==> config.mk <==
export PLATFORM = sky130hd
export DESIGN_NAME = fpm_counters
export DESIGN_NICKNAME = d
export VERILOG_FILES = /design/src/design/fpm_pkg.sv /design/src/design/fpm_counters.sv
export SDC_FILE = /design/constraint.sdc
export NUM_CORES = 1
export LEC_CHECK = 0
export BUFFER_PORTS_ARGS = -buffer_cell sky130_fd_sc_hd__buf_2
export CAP_MARGIN = 20
export CELL_PAD_IN_SITES_DETAIL_PLACEMENT = 1
export CELL_PAD_IN_SITES_GLOBAL_PLACEMENT = 1
export CORE_MARGIN = 1.5
export CORE_UTILIZATION = 50
export DETAILED_ROUTE_END_ITERATION = 6
export GPL_ROUTABILITY_DRIVEN = 0
export PLACE_DENSITY_LB_ADDON = 0.1
export SLEW_MARGIN = 30
export SYNTH_ARGS = -nofsm -noshare
export SYNTH_HDL_FRONTEND = slang
export SYNTH_SLANG_ARGS = --single-unit
==> constraint.sdc <==
create_clock -name ref_clk -period 7.2 [get_ports ref_clk]
set_input_delay 1.8 -clock ref_clk [delete_from_list [all_inputs] [get_ports ref_clk]]
set_output_delay 1.8 -clock ref_clk [all_outputs]
set_load 0.01 [all_outputs]
==> src/design/fpm_pkg.sv <==
//////////////////////////////////////////////////////////////////////////////
// Purpose: Constants for the framer performance-monitor counter block
// Assumes: Byte-wide processor reads, one reference clock
// Notes:   Summary of the block's behaviour follows
//////////////////////////////////////////////////////////////////////////////
// Summary of operation
// - Capture two-bit loss cause on each new loss; hold until next loss.
// - Cause codes: 00 FAS, 01 NFAS, 10 CRC-4 threshold, 11 8 ms MFAS timeout.
// - Counter with overflow interrupt enabled wraps to zero after maximum.
// - Counter with overflow interrupt disabled sticks at its maximum value.
// - 12-bit framing error count; high-byte read clears it unless latched.
// - 10-bit CRC block error count; high-byte read clears it unless latched.
// - 16-bit violation count, excess zeros when enabled; high read clears unless latched.
// - 10-bit far-end block error count, E1 only; read clears unless latched.
// - PRBS low read copies live 12-bit count to report, then clears live.
// - PRBS high read returns upper four bits captured at last low read.
// - PRBS error counting suspended while test pattern start is zero.
// - Alarm byte packs loss 7:4, change 3:2, severe 1:0; any read clears.
// - Four-bit frame-loss count increments on each new loss indication.
// - Two-bit alignment-change count increments on each reframe pulse.
// - Two-bit severe frame count increments on each severe frame alarm.
// - Frame-loss indicator is a live level: one lost, zero recovered.
//////////////////////////////////////////////////////////////////////////////
`default_nettype none

package fpm_pkg;

    // Register offsets
    localparam logic [7:0] FPM_FRAMING_ERR_COUNT_LO = 8'h50;
    localparam logic [7:0] FPM_FRAMING_ERR_COUNT_HI = 8'h51;
    localparam logic [7:0] FPM_CRC_ERR_COUNT_LO = 8'h52;
    localparam logic [7:0] FPM_CRC_ERR_COUNT_HI = 8'h53;
    localparam logic [7:0] FPM_LINE_VIOLATION_COUNT_LO = 8'h54;
    localparam logic [7:0] FPM_LINE_VIOLATION_COUNT_HI = 8'h55;
    localparam logic [7:0] FPM_FAR_BLOCK_ERR_COUNT_LO = 8'h56;
    localparam logic [7:0] FPM_FAR_BLOCK_ERR_COUNT_HI = 8'h57;
    localparam logic [7:0] FPM_PRBS_ERR_COUNT_LO = 8'h58;
    localparam logic [7:0] FPM_PRBS_ERR_COUNT_HI = 8'h59;
    localparam logic [7:0] FPM_ALARM_EVENT_COUNT = 8'h5A;

    // Counter widths
    localparam int FPM_FRAMING_W = 12;
    localparam int FPM_CRC_W = 10;
    localparam int FPM_LCV_W = 16;
    localparam int FPM_FAR_BLOCK_ERR_COUNT_HI_W = 10;
    localparam int FPM_PRBS_W = 12;
    localparam int FPM_FLOSS_W = 4;
    localparam int FPM_ALIGN_CHANGE_COUNT_W = 2;
    localparam int FPM_SEF_W = 2;

    // Alarm byte field positions
    localparam int FPM_ALARM_EVENT_COUNT_FLOSS_LSB = 4;
    localparam int FPM_ALARM_EVENT_COUNT_ALIGN_CHANGE_COUNT_LSB = 2;
    localparam int FPM_ALARM_EVENT_COUNT_SEF_LSB = 0;

    // Overflow enable / overflow flag bit positions
    localparam int FPM_OV_FRAMING = 0;
    localparam int FPM_OV_CRC = 1;
    localparam int FPM_OV_LCV = 2;
    localparam int FPM_OV_FAR_BLOCK_ERR_COUNT_HI = 3;
    localparam int FPM_OV_PRBS = 4;
    localparam int FPM_OV_FLOSS = 5;
    localparam int FPM_OV_ALIGN_CHANGE_COUNT = 6;
    localparam int FPM_OV_SEF = 7;
    localparam int FPM_OV_N = 8;

    // Reset values
    localparam logic [15:0] FPM_COUNT_RST = 16'h0000;
    localparam logic [7:0] FPM_BYTE_RST = 8'h00;

    // Loss-of-alignment cause codes
    typedef enum logic [1:0] {
        FPM_CAUSE_FAS = 2'h0,
        FPM_CAUSE_NFAS = 2'h1,
        FPM_CAUSE_CRC4 = 2'h2,
        FPM_CAUSE_MFAS_TMO = 2'h3
    } fpm_cause_t;

endpackage

`default_nettype wire

==> src/design/fpm_counters.sv <==
//////////////////////////////////////////////////////////////////////////////
// Purpose: Receive performance-monitor counters read over the processor port
// Assumes: Event inputs are one-cycle pulses from logic on ref_clk
// Notes:   Read data is registered; one read per strobe
//////////////////////////////////////////////////////////////////////////////
`default_nettype none

module fpm_counters
    import fpm_pkg::*;
(
    // Clock and reset
    input wire logic ref_clk,
    input wire logic rst,
    // Processor read port
    input wire logic cpu_rd,
    input wire logic [7:0] cpu_addr,
    output logic [7:0] cpu_rd_data,
    output logic cpu_rd_valid,
    // Control levels
    input wire logic one_second_latch_enable,
    input wire logic one_second_latch_clear,
    input wire logic excess_zero_include_enable,
    input wire logic test_pattern_start,
    input wire logic [FPM_OV_N-1:0] counter_overflow_irq_enable,
    // Framer status and events
    input wire logic frame_loss_indicator,
    input wire logic [1:0] align_loss_reason,
    input wire logic framing_bit_err,
    input wire logic crc_block_err,
    input wire logic bipolar_violation,
    input wire logic excess_zero_event,
    input wire logic far_block_err,
    input wire logic prbs_bit_err,
    input wire logic reframe_pulse,
    input wire logic severe_frame_alarm,
    // Status outputs
    output fpm_cause_t align_loss_cause,
    output logic [FPM_OV_N-1:0] counter_overflow
);

    //////////////////////////////////////////////////////////////////////////
    // Step helper shared by every counter
    //////////////////////////////////////////////////////////////////////////

    // Clear and increment in one cycle leaves a count of one
    function automatic logic [15:0] cnt_step(
        input logic [15:0] cnt,
        input logic [15:0] maxv,
        input logic inc,
        input logic clr,
        input logic wrap
    );
        logic [15:0] base;
        base = clr ? FPM_COUNT_RST : cnt;
        if (!inc) begin
            cnt_step = base;
        end else if (base == maxv) begin
            cnt_step = wrap ? FPM_COUNT_RST : maxv;
        end else begin
            cnt_step = base + 16'h0001;
        end
    endfunction

    function automatic logic cnt_full(
        input logic [15:0] cnt,
        input logic [15:0] maxv,
        input logic inc,
        input logic clr
    );
        cnt_full = inc && !clr && (cnt == maxv);
    endfunction

    // Largest value of each count, from its width
    localparam logic [15:0] MAX_FRAMING = 16'((32'h1 << FPM_FRAMING_W) - 32'h1);
    localparam logic [15:0] MAX_CRC = 16'((32'h1 << FPM_CRC_W) - 32'h1);
    localparam logic [15:0] MAX_LCV = 16'((32'h1 << FPM_LCV_W) - 32'h1);
    localparam logic [15:0] MAX_FAR_BLOCK_ERR_COUNT_HI = 16'((32'h1 << FPM_FAR_BLOCK_ERR_COUNT_HI_W) - 32'h1);
    localparam logic [15:0] MAX_PRBS = 16'((32'h1 << FPM_PRBS_W) - 32'h1);
    localparam logic [15:0] MAX_FLOSS = 16'((32'h1 << FPM_FLOSS_W) - 32'h1);
    localparam logic [15:0] MAX_ALIGN_CHANGE_COUNT = 16'((32'h1 << FPM_ALIGN_CHANGE_COUNT_W) - 32'h1);
    localparam logic [15:0] MAX_SEF = 16'((32'h1 << FPM_SEF_W) - 32'h1);

    //////////////////////////////////////////////////////////////////////////
    // Elaboration checks
    //////////////////////////////////////////////////////////////////////////

    // Every count must fit the 16-bit step helper
    if (FPM_FRAMING_W > 16 || FPM_CRC_W > 16 || FPM_LCV_W > 16
        || FPM_FAR_BLOCK_ERR_COUNT_HI_W > 16 || FPM_PRBS_W > 16) begin : g_width_check
        $error("count wider than the 16-bit step helper");
    end

    // The three alarm fields must tile the alarm byte exactly
    if (FPM_ALARM_EVENT_COUNT_SEF_LSB != 0
        || FPM_ALARM_EVENT_COUNT_ALIGN_CHANGE_COUNT_LSB != FPM_ALARM_EVENT_COUNT_SEF_LSB + FPM_SEF_W
        || FPM_ALARM_EVENT_COUNT_FLOSS_LSB != FPM_ALARM_EVENT_COUNT_ALIGN_CHANGE_COUNT_LSB + FPM_ALIGN_CHANGE_COUNT_W
        || FPM_ALARM_EVENT_COUNT_FLOSS_LSB + FPM_FLOSS_W != 8) begin : g_alarm_check
        $error("alarm fields do not fill one byte");
    end

    // One overflow enable and flag per counter
    if (FPM_OV_N != 8 || FPM_OV_SEF != FPM_OV_N - 1) begin : g_ov_check
        $error("overflow bit map does not cover eight counters");
    end

    //////////////////////////////////////////////////////////////////////////
    // Read decode
    //////////////////////////////////////////////////////////////////////////

    logic rd_framing_lo, rd_framing_hi, rd_crc_lo, rd_crc_hi;
    logic rd_lcv_lo, rd_lcv_hi, rd_far_block_err_count_hi_lo, rd_far_block_err_count_hi_hi;
    logic rd_prbs_lo, rd_prbs_hi, rd_alarm;
    logic clr_ok;

    assign rd_framing_lo = cpu_rd && (cpu_addr == FPM_FRAMING_ERR_COUNT_LO);
    assign rd_framing_hi = cpu_rd && (cpu_addr == FPM_FRAMING_ERR_COUNT_HI);
    assign rd_crc_lo = cpu_rd && (cpu_addr == FPM_CRC_ERR_COUNT_LO);
    assign rd_crc_hi = cpu_rd && (cpu_addr == FPM_CRC_ERR_COUNT_HI);
    assign rd_lcv_lo = cpu_rd && (cpu_addr == FPM_LINE_VIOLATION_COUNT_LO);
    assign rd_lcv_hi = cpu_rd && (cpu_addr == FPM_LINE_VIOLATION_COUNT_HI);
    assign rd_far_block_err_count_hi_lo = cpu_rd && (cpu_addr == FPM_FAR_BLOCK_ERR_COUNT_LO);
    assign rd_far_block_err_count_hi_hi = cpu_rd && (cpu_addr == FPM_FAR_BLOCK_ERR_COUNT_HI);
    assign rd_prbs_lo = cpu_rd && (cpu_addr == FPM_PRBS_ERR_COUNT_LO);
    assign rd_prbs_hi = cpu_rd && (cpu_addr == FPM_PRBS_ERR_COUNT_HI);
    assign rd_alarm = cpu_rd && (cpu_addr == FPM_ALARM_EVENT_COUNT);

    // Framing, CRC and violation high reads and far-end reads clear only outside latched mode; PRBS low and alarm reads always clear
    assign clr_ok = !one_second_latch_enable;

    //////////////////////////////////////////////////////////////////////////
    // Counter state
    //////////////////////////////////////////////////////////////////////////

    logic [15:0] framing_reg, crc_reg, lcv_reg, far_block_err_count_hi_reg, prbs_live_reg;
    logic [15:0] floss_reg, align_change_count_reg, sef_reg;
    logic [15:0] framing_next, crc_next, lcv_next, far_block_err_count_hi_next, prbs_next;
    logic [15:0] floss_next, align_change_count_next, sef_next;
    logic clr_framing, clr_crc, clr_lcv, clr_far_block_err_count_hi, clr_prbs, clr_alarm;
    logic inc_lcv, inc_prbs, loss_edge;
    logic [FPM_OV_N-1:0] ov;
    logic fli_prev_reg;

    assign loss_edge = frame_loss_indicator && !fli_prev_reg;
    assign inc_lcv = bipolar_violation || (excess_zero_include_enable && excess_zero_event);
    assign inc_prbs = prbs_bit_err && test_pattern_start;

    assign clr_framing = (rd_framing_hi && clr_ok) || one_second_latch_clear;
    assign clr_crc = (rd_crc_hi && clr_ok) || one_second_latch_clear;
    assign clr_lcv = (rd_lcv_hi && clr_ok) || one_second_latch_clear;
    assign clr_far_block_err_count_hi = ((rd_far_block_err_count_hi_lo || rd_far_block_err_count_hi_hi) && clr_ok) || one_second_latch_clear;
    assign clr_prbs = rd_prbs_lo;
    assign clr_alarm = rd_alarm;

    assign framing_next = cnt_step(framing_reg, MAX_FRAMING, framing_bit_err, clr_framing,
        counter_overflow_irq_enable[FPM_OV_FRAMING]);
    assign crc_next = cnt_step(crc_reg, MAX_CRC, crc_block_err, clr_crc,
        counter_overflow_irq_enable[FPM_OV_CRC]);
    assign lcv_next = cnt_step(lcv_reg, MAX_LCV, inc_lcv, clr_lcv,
        counter_overflow_irq_enable[FPM_OV_LCV]);
    assign far_block_err_count_hi_next = cnt_step(far_block_err_count_hi_reg, MAX_FAR_BLOCK_ERR_COUNT_HI, far_block_err, clr_far_block_err_count_hi,
        counter_overflow_irq_enable[FPM_OV_FAR_BLOCK_ERR_COUNT_HI]);
    assign prbs_next = cnt_step(prbs_live_reg, MAX_PRBS, inc_prbs, clr_prbs,
        counter_overflow_irq_enable[FPM_OV_PRBS]);
    assign floss_next = cnt_step(floss_reg, MAX_FLOSS, loss_edge, clr_alarm,
        counter_overflow_irq_enable[FPM_OV_FLOSS]);
    assign align_change_count_next = cnt_step(align_change_count_reg, MAX_ALIGN_CHANGE_COUNT, reframe_pulse, clr_alarm,
        counter_overflow_irq_enable[FPM_OV_ALIGN_CHANGE_COUNT]);
    assign sef_next = cnt_step(sef_reg, MAX_SEF, severe_frame_alarm, clr_alarm,
        counter_overflow_irq_enable[FPM_OV_SEF]);

    assign ov[FPM_OV_FRAMING] = cnt_full(framing_reg, MAX_FRAMING, framing_bit_err, clr_framing);
    assign ov[FPM_OV_CRC] = cnt_full(crc_reg, MAX_CRC, crc_block_err, clr_crc);
    assign ov[FPM_OV_LCV] = cnt_full(lcv_reg, MAX_LCV, inc_lcv, clr_lcv);
    assign ov[FPM_OV_FAR_BLOCK_ERR_COUNT_HI] = cnt_full(far_block_err_count_hi_reg, MAX_FAR_BLOCK_ERR_COUNT_HI, far_block_err, clr_far_block_err_count_hi);
    assign ov[FPM_OV_PRBS] = cnt_full(prbs_live_reg, MAX_PRBS, inc_prbs, clr_prbs);
    assign ov[FPM_OV_FLOSS] = cnt_full(floss_reg, MAX_FLOSS, loss_edge, clr_alarm);
    assign ov[FPM_OV_ALIGN_CHANGE_COUNT] = cnt_full(align_change_count_reg, MAX_ALIGN_CHANGE_COUNT, reframe_pulse, clr_alarm);
    assign ov[FPM_OV_SEF] = cnt_full(sef_reg, MAX_SEF, severe_frame_alarm, clr_alarm);

    always_ff @(posedge ref_clk) begin
        if (rst) begin
            framing_reg <= FPM_COUNT_RST;
            crc_reg <= FPM_COUNT_RST;
            lcv_reg <= FPM_COUNT_RST;
            far_block_err_count_hi_reg <= FPM_COUNT_RST;
            prbs_live_reg <= FPM_COUNT_RST;
            floss_reg <= FPM_COUNT_RST;
            align_change_count_reg <= FPM_COUNT_RST;
            sef_reg <= FPM_COUNT_RST;
        end else begin
            framing_reg <= framing_next;
            crc_reg <= crc_next;
            lcv_reg <= lcv_next;
            far_block_err_count_hi_reg <= far_block_err_count_hi_next;
            prbs_live_reg <= prbs_next;
            floss_reg <= floss_next;
            align_change_count_reg <= align_change_count_next;
            sef_reg <= sef_next;
        end
    end

    // Overflow flags pulse for one cycle when a counter passes its maximum
    always_ff @(posedge ref_clk) begin
        if (rst) begin
            counter_overflow <= '0;
        end else begin
            counter_overflow <= ov & counter_overflow_irq_enable;
        end
    end

    //////////////////////////////////////////////////////////////////////////
    // Loss cause capture
    //////////////////////////////////////////////////////////////////////////

    always_ff @(posedge ref_clk) begin
        if (rst) begin
            fli_prev_reg <= 1'b0;
            align_loss_cause <= FPM_CAUSE_FAS;
        end else begin
            fli_prev_reg <= frame_loss_indicator;
            if (loss_edge) begin
                align_loss_cause <= fpm_cause_t'(align_loss_reason);
            end
        end
    end

    //////////////////////////////////////////////////////////////////////////
    // High-byte snapshots taken at low-byte reads
    //////////////////////////////////////////////////////////////////////////

    logic [7:0] framing_hi_reg, crc_hi_reg, lcv_hi_reg, far_block_err_count_hi_hi_reg;
    logic [FPM_PRBS_W-1:0] prbs_report_reg;

    // Low-then-high reads see one coherent count
    always_ff @(posedge ref_clk) begin
        if (rst) begin
            framing_hi_reg <= FPM_BYTE_RST;
            crc_hi_reg <= FPM_BYTE_RST;
            lcv_hi_reg <= FPM_BYTE_RST;
            far_block_err_count_hi_hi_reg <= FPM_BYTE_RST;
        end else begin
            if (rd_framing_lo) begin
                framing_hi_reg <= {4'h0, framing_reg[11:8]};
            end
            if (rd_crc_lo) begin
                crc_hi_reg <= {6'h00, crc_reg[9:8]};
            end
            if (rd_lcv_lo) begin
                lcv_hi_reg <= lcv_reg[15:8];
            end
            if (rd_far_block_err_count_hi_lo) begin
                far_block_err_count_hi_hi_reg <= {6'h00, far_block_err_count_hi_reg[9:8]};
            end
        end
    end

    always_ff @(posedge ref_clk) begin
        if (rst) begin
            prbs_report_reg <= '0;
        end else if (rd_prbs_lo) begin
            prbs_report_reg <= prbs_live_reg[FPM_PRBS_W-1:0];
        end
    end

    //////////////////////////////////////////////////////////////////////////
    // Read data
    //////////////////////////////////////////////////////////////////////////

    logic [7:0] alarm_byte;
    logic [7:0] rd_mux;

    // Fields placed by the package positions
    always_comb begin
        alarm_byte = FPM_BYTE_RST;
        alarm_byte[FPM_ALARM_EVENT_COUNT_FLOSS_LSB +: FPM_FLOSS_W] = floss_reg[FPM_FLOSS_W-1:0];
        alarm_byte[FPM_ALARM_EVENT_COUNT_ALIGN_CHANGE_COUNT_LSB +: FPM_ALIGN_CHANGE_COUNT_W] = align_change_count_reg[FPM_ALIGN_CHANGE_COUNT_W-1:0];
        alarm_byte[FPM_ALARM_EVENT_COUNT_SEF_LSB +: FPM_SEF_W] = sef_reg[FPM_SEF_W-1:0];
    end

    always_comb begin
        rd_mux = FPM_BYTE_RST;
        unique case (cpu_addr)
            FPM_FRAMING_ERR_COUNT_LO: rd_mux = framing_reg[7:0];
            FPM_FRAMING_ERR_COUNT_HI: rd_mux = framing_hi_reg;
            FPM_CRC_ERR_COUNT_LO: rd_mux = crc_reg[7:0];
            FPM_CRC_ERR_COUNT_HI: rd_mux = crc_hi_reg;
            FPM_LINE_VIOLATION_COUNT_LO: rd_mux = lcv_reg[7:0];
            FPM_LINE_VIOLATION_COUNT_HI: rd_mux = lcv_hi_reg;
            FPM_FAR_BLOCK_ERR_COUNT_LO: rd_mux = far_block_err_count_hi_reg[7:0];
            FPM_FAR_BLOCK_ERR_COUNT_HI: rd_mux = far_block_err_count_hi_hi_reg;
            FPM_PRBS_ERR_COUNT_LO: rd_mux = prbs_live_reg[7:0];
            FPM_PRBS_ERR_COUNT_HI: rd_mux = {4'h0, prbs_report_reg[11:8]};
            FPM_ALARM_EVENT_COUNT: rd_mux = alarm_byte;
            default: rd_mux = FPM_BYTE_RST;
        endcase
    end

    always_ff @(posedge ref_clk) begin
        if (rst) begin
            cpu_rd_data <= FPM_BYTE_RST;
            cpu_rd_valid <= 1'b0;
        end else begin
            cpu_rd_valid <= cpu_rd;
            if (cpu_rd) begin
                cpu_rd_data <= rd_mux;
            end
        end
    end

endmodule

`default_nettype wire

==> impl_metrics.csv <==
group,metric,value,unit
run_status,status,"finished, final reports clean",
min_path,hold_depth,2,
grt,grt_max_degree,48,
routing,routedWlPerCell,19.1,um
timing,skew,9.40,ps
logic_synthesis,syn_area,9100,um^2
setup_path,r2r_cells,6,
grt,gr-max-usage-layer,"met2",
timing,max-slew-margin-rel,44.8,%
routing,wirelength,26900,um
setup_path,cp_max_fo,31,
grt,grtUsageMet2,46.1,%
logic_synthesis,ys.flop_type,"dfxtp_1",
final_layout,fillers,2215,
routing,drtPass1Iterations,4,
clocking,numCtsBuffers,17,
floorplanning,die_x,138,um
timing,rsz0062_at_grt,"no",
timing,drv_slew,0,
clocking,post_cts_buffers,0,
grt,grt_util_met3,4.71,%
timing,fmax,0.223,GHz
grt,grt_pass1_vias,8305,
final_layout,utilization,56.5,%
logic_synthesis,avgSynthCellArea,8.03,um^2
clocking,cts.clk_slew.worst_paths,70,ps
final_layout,area_growth,11.1,%
clocking,holdBufCountCts,0,
timing,worst_pin_slew,821,ps
placement,dp_cells,1371,
pwr,powerDensity,193,nW/um^2
placement,port_buffers,52,
timing,fin_crit,4470,ps
floorplanning,core,17900,um^2
timing,fin_tns_setup,0,ps
logic_synthesis,synth.distinct_cells,79,
pwr,leakage,3.43,nW
final_layout,fin_cells,1403,
floorplanning,rows,49,
logic_synthesis,synth_enable_flop_cells,0,
setup_path,critical_path_required,7510,ps
job,max-cap-violations,0,
clocking,cts_resized,0,
final_layout,drive_above_1_share,10.6,%
routing,vias,8699,
grt,grt_use_met1,39.5,%
floorplanning,die_y,138,um
floorplanning,start_util,50.8,%
final_layout,finalNetCount,1203,
routing,drtIter0Drc,417,
clocking,cts_tree,"yes",
pwr,ir_drop,0.000201,V
routing,ant_nets,0,
setup_path,crit_chain,"buf_2, nand2_1, o41a_1, and2_1, ha_1, nand4_1, or3_1, o21ai_0, nor2_1",
clocking,cts_root_buffer,"clkbuf_16",
floorplanning,io_pins,53,
logic_synthesis,async_flop_share,0,%
grt,antenna_found_initial,0,
setup_path,crit_type,"in2reg",
setup_path,arrival,4780,ps
placement,hpwl,18900,um
logic_synthesis,synth_warnings,0,
timing,min_period_over_period,62.2,%
clocking,h-tree-depth,4,
grt,grt_overflow,0,
routing,viasPerCell,6.20,
timing,setup_violations,0,
final_layout,seq_area,3360,um^2
floorplanning,die-area,19000,um^2
clocking,clock-sinks,168,
grt,track_usage,28.6,%
setup_path,endpoint_kind,"register",
timing,hold_viol_final,0,
logic_synthesis,syn_nets,1175,
logic_synthesis,seq_area_frac_synth,37.0,%
routing,drc,0,
setup_path,cp-start-kind,"input pin",
logic_synthesis,syn_inst,1133,
clocking,clk_latency,440,ps
setup_path,critPathMaxStageDelay,530,ps
final_layout,mostFrequentLayoutCells,"dfxtp_1, nor2_1, nand2_1",
final_layout,multi_input_area,5440,um^2
min_path,hp-class,"reg2reg",
final_layout,antenna_cells,0,
final_layout,layout_commonest_cell,"dfxtp_1",
clocking,cts_buffer_depth,2,
setup_path,cp_slowest_cell,"or3_1",
setup_path,crit_buf_inv,1,
setup_path,path_depth,9,
grt,grt_pass1_wl,42900,um
setup_path,crit_family,"simple AND/OR/NAND/NOR gates",
logic_synthesis,ys_ff_latch,168,
-- final timing paths --
| kind | startpoint | end | slack, ps |
|---|---|---|---|
| worst max-delay path | cpu_addr[1] | far_block_err_count_hi_reg[12]$_SDFF_PP0_ | 2730 |
| worst min-delay path | align_loss_cause[0]$_SDFFE_PP0P_ | align_loss_cause[0]$_SDFFE_PP0P_ | 460 |
| worst max register to register | far_block_err_count_hi_reg[0]$_SDFF_PP0_ | far_block_err_count_hi_reg[12]$_SDFF_PP0_ | 4780 |
| worst min register to register | align_loss_cause[0]$_SDFFE_PP0P_ | align_loss_cause[0]$_SDFFE_PP0P_ | 460 |
-- where the power goes --
| group | total [mW] | switching [mW] | internal [mW] |
|---|---|---|---|
| Clock | 0.886 | 0.429 | 0.457 |
| Combinational | 0.122 | 0.0834 | 0.0384 |
| Sequential | 0.947 | 0.00994 | 0.937 |
| Total | 1.95 | 0.522 | 1.43 |
-- worst register-to-register path: stages, from the launching register on --
cell	delay, ps
dfxtp_1	390
and2_1	190
ha_1	190
nand4_1	410
or3_1	530
o21ai_0	470
nor2_1	110
-- metal layers --
layer | vias up | share of wire (%)
met3 | 31 | 3.1
met1 | 4288 | 48
met5 | - | 0
met2 | 149 | 47
li1 | 4231 | -
met4 | 0 | 1.6
-- metrics by stage --
stage | power, mW | setup WS, ps | cell area (um^2) | hold WS, ps
global route | 2.02 | 2480 | 10100 | 485
CTS | 1.97 | 2800 | 10100 | 458
global placement | 1.08 | 2480 | 9520 | 444
detailed placement | 1.09 | 2400 | 9530 | 449
floorplan | 1.04 | 2910 | 9100 | 432
finish | 1.95 | 2730 | 10100 | 462
-- area by class of cell --
cell class | count | area share [%]
Sequential cell | 168 | 33.3
Clock buffer | 17 | 4.21
Tap cell | 229 | 2.83
Multi-Input combinational cell | 883 | 53.8
Timing Repair Buffer | 65 | 3.58
Clock inverter | 15 | 1.37
Inverter | 26 | 0.965
-- Yosys cell counts, types with 7 or more instances --
cell,n,share of area (%)
a211oi_1,14,1.2
a21oi_1,59,3.2
a22oi_1,10,0.83
a31oi_1,13,0.89
and2_1,27,1.9
and3_1,16,1.1
and4_1,7,0.67
clkbuf_1,44,1.8
dfxtp_1,168,37
ha_1,8,1.1
inv_1,26,1.1
mux2_2,7,0.87
mux2i_1,37,4.1
nand2_1,110,4.5
nand2b_1,8,0.55
nand3_1,59,3.2
nand4_1,35,2.4
nor2_1,132,5.4
nor2b_1,8,0.55
nor3_1,50,2.8
nor4_1,43,3.0
o21ai_0,46,2.5
or3_1,8,0.55
xnor2_1,44,4.2
xor2_1,20,1.9
-- cells by family (layout without fill, tap and decap cells) --
group	after synthesis	after routing	synth area share [%]
simple gates	539	539	30.3
compound gates	227	227	16.8
flops	168	168	37.0
buf+inv	82	123	3.59
xor+xnor	64	64	6.16
mux	45	45	5.10
fa+ha+maj	8	8	1.10
(Power assumes the default switching activity.)
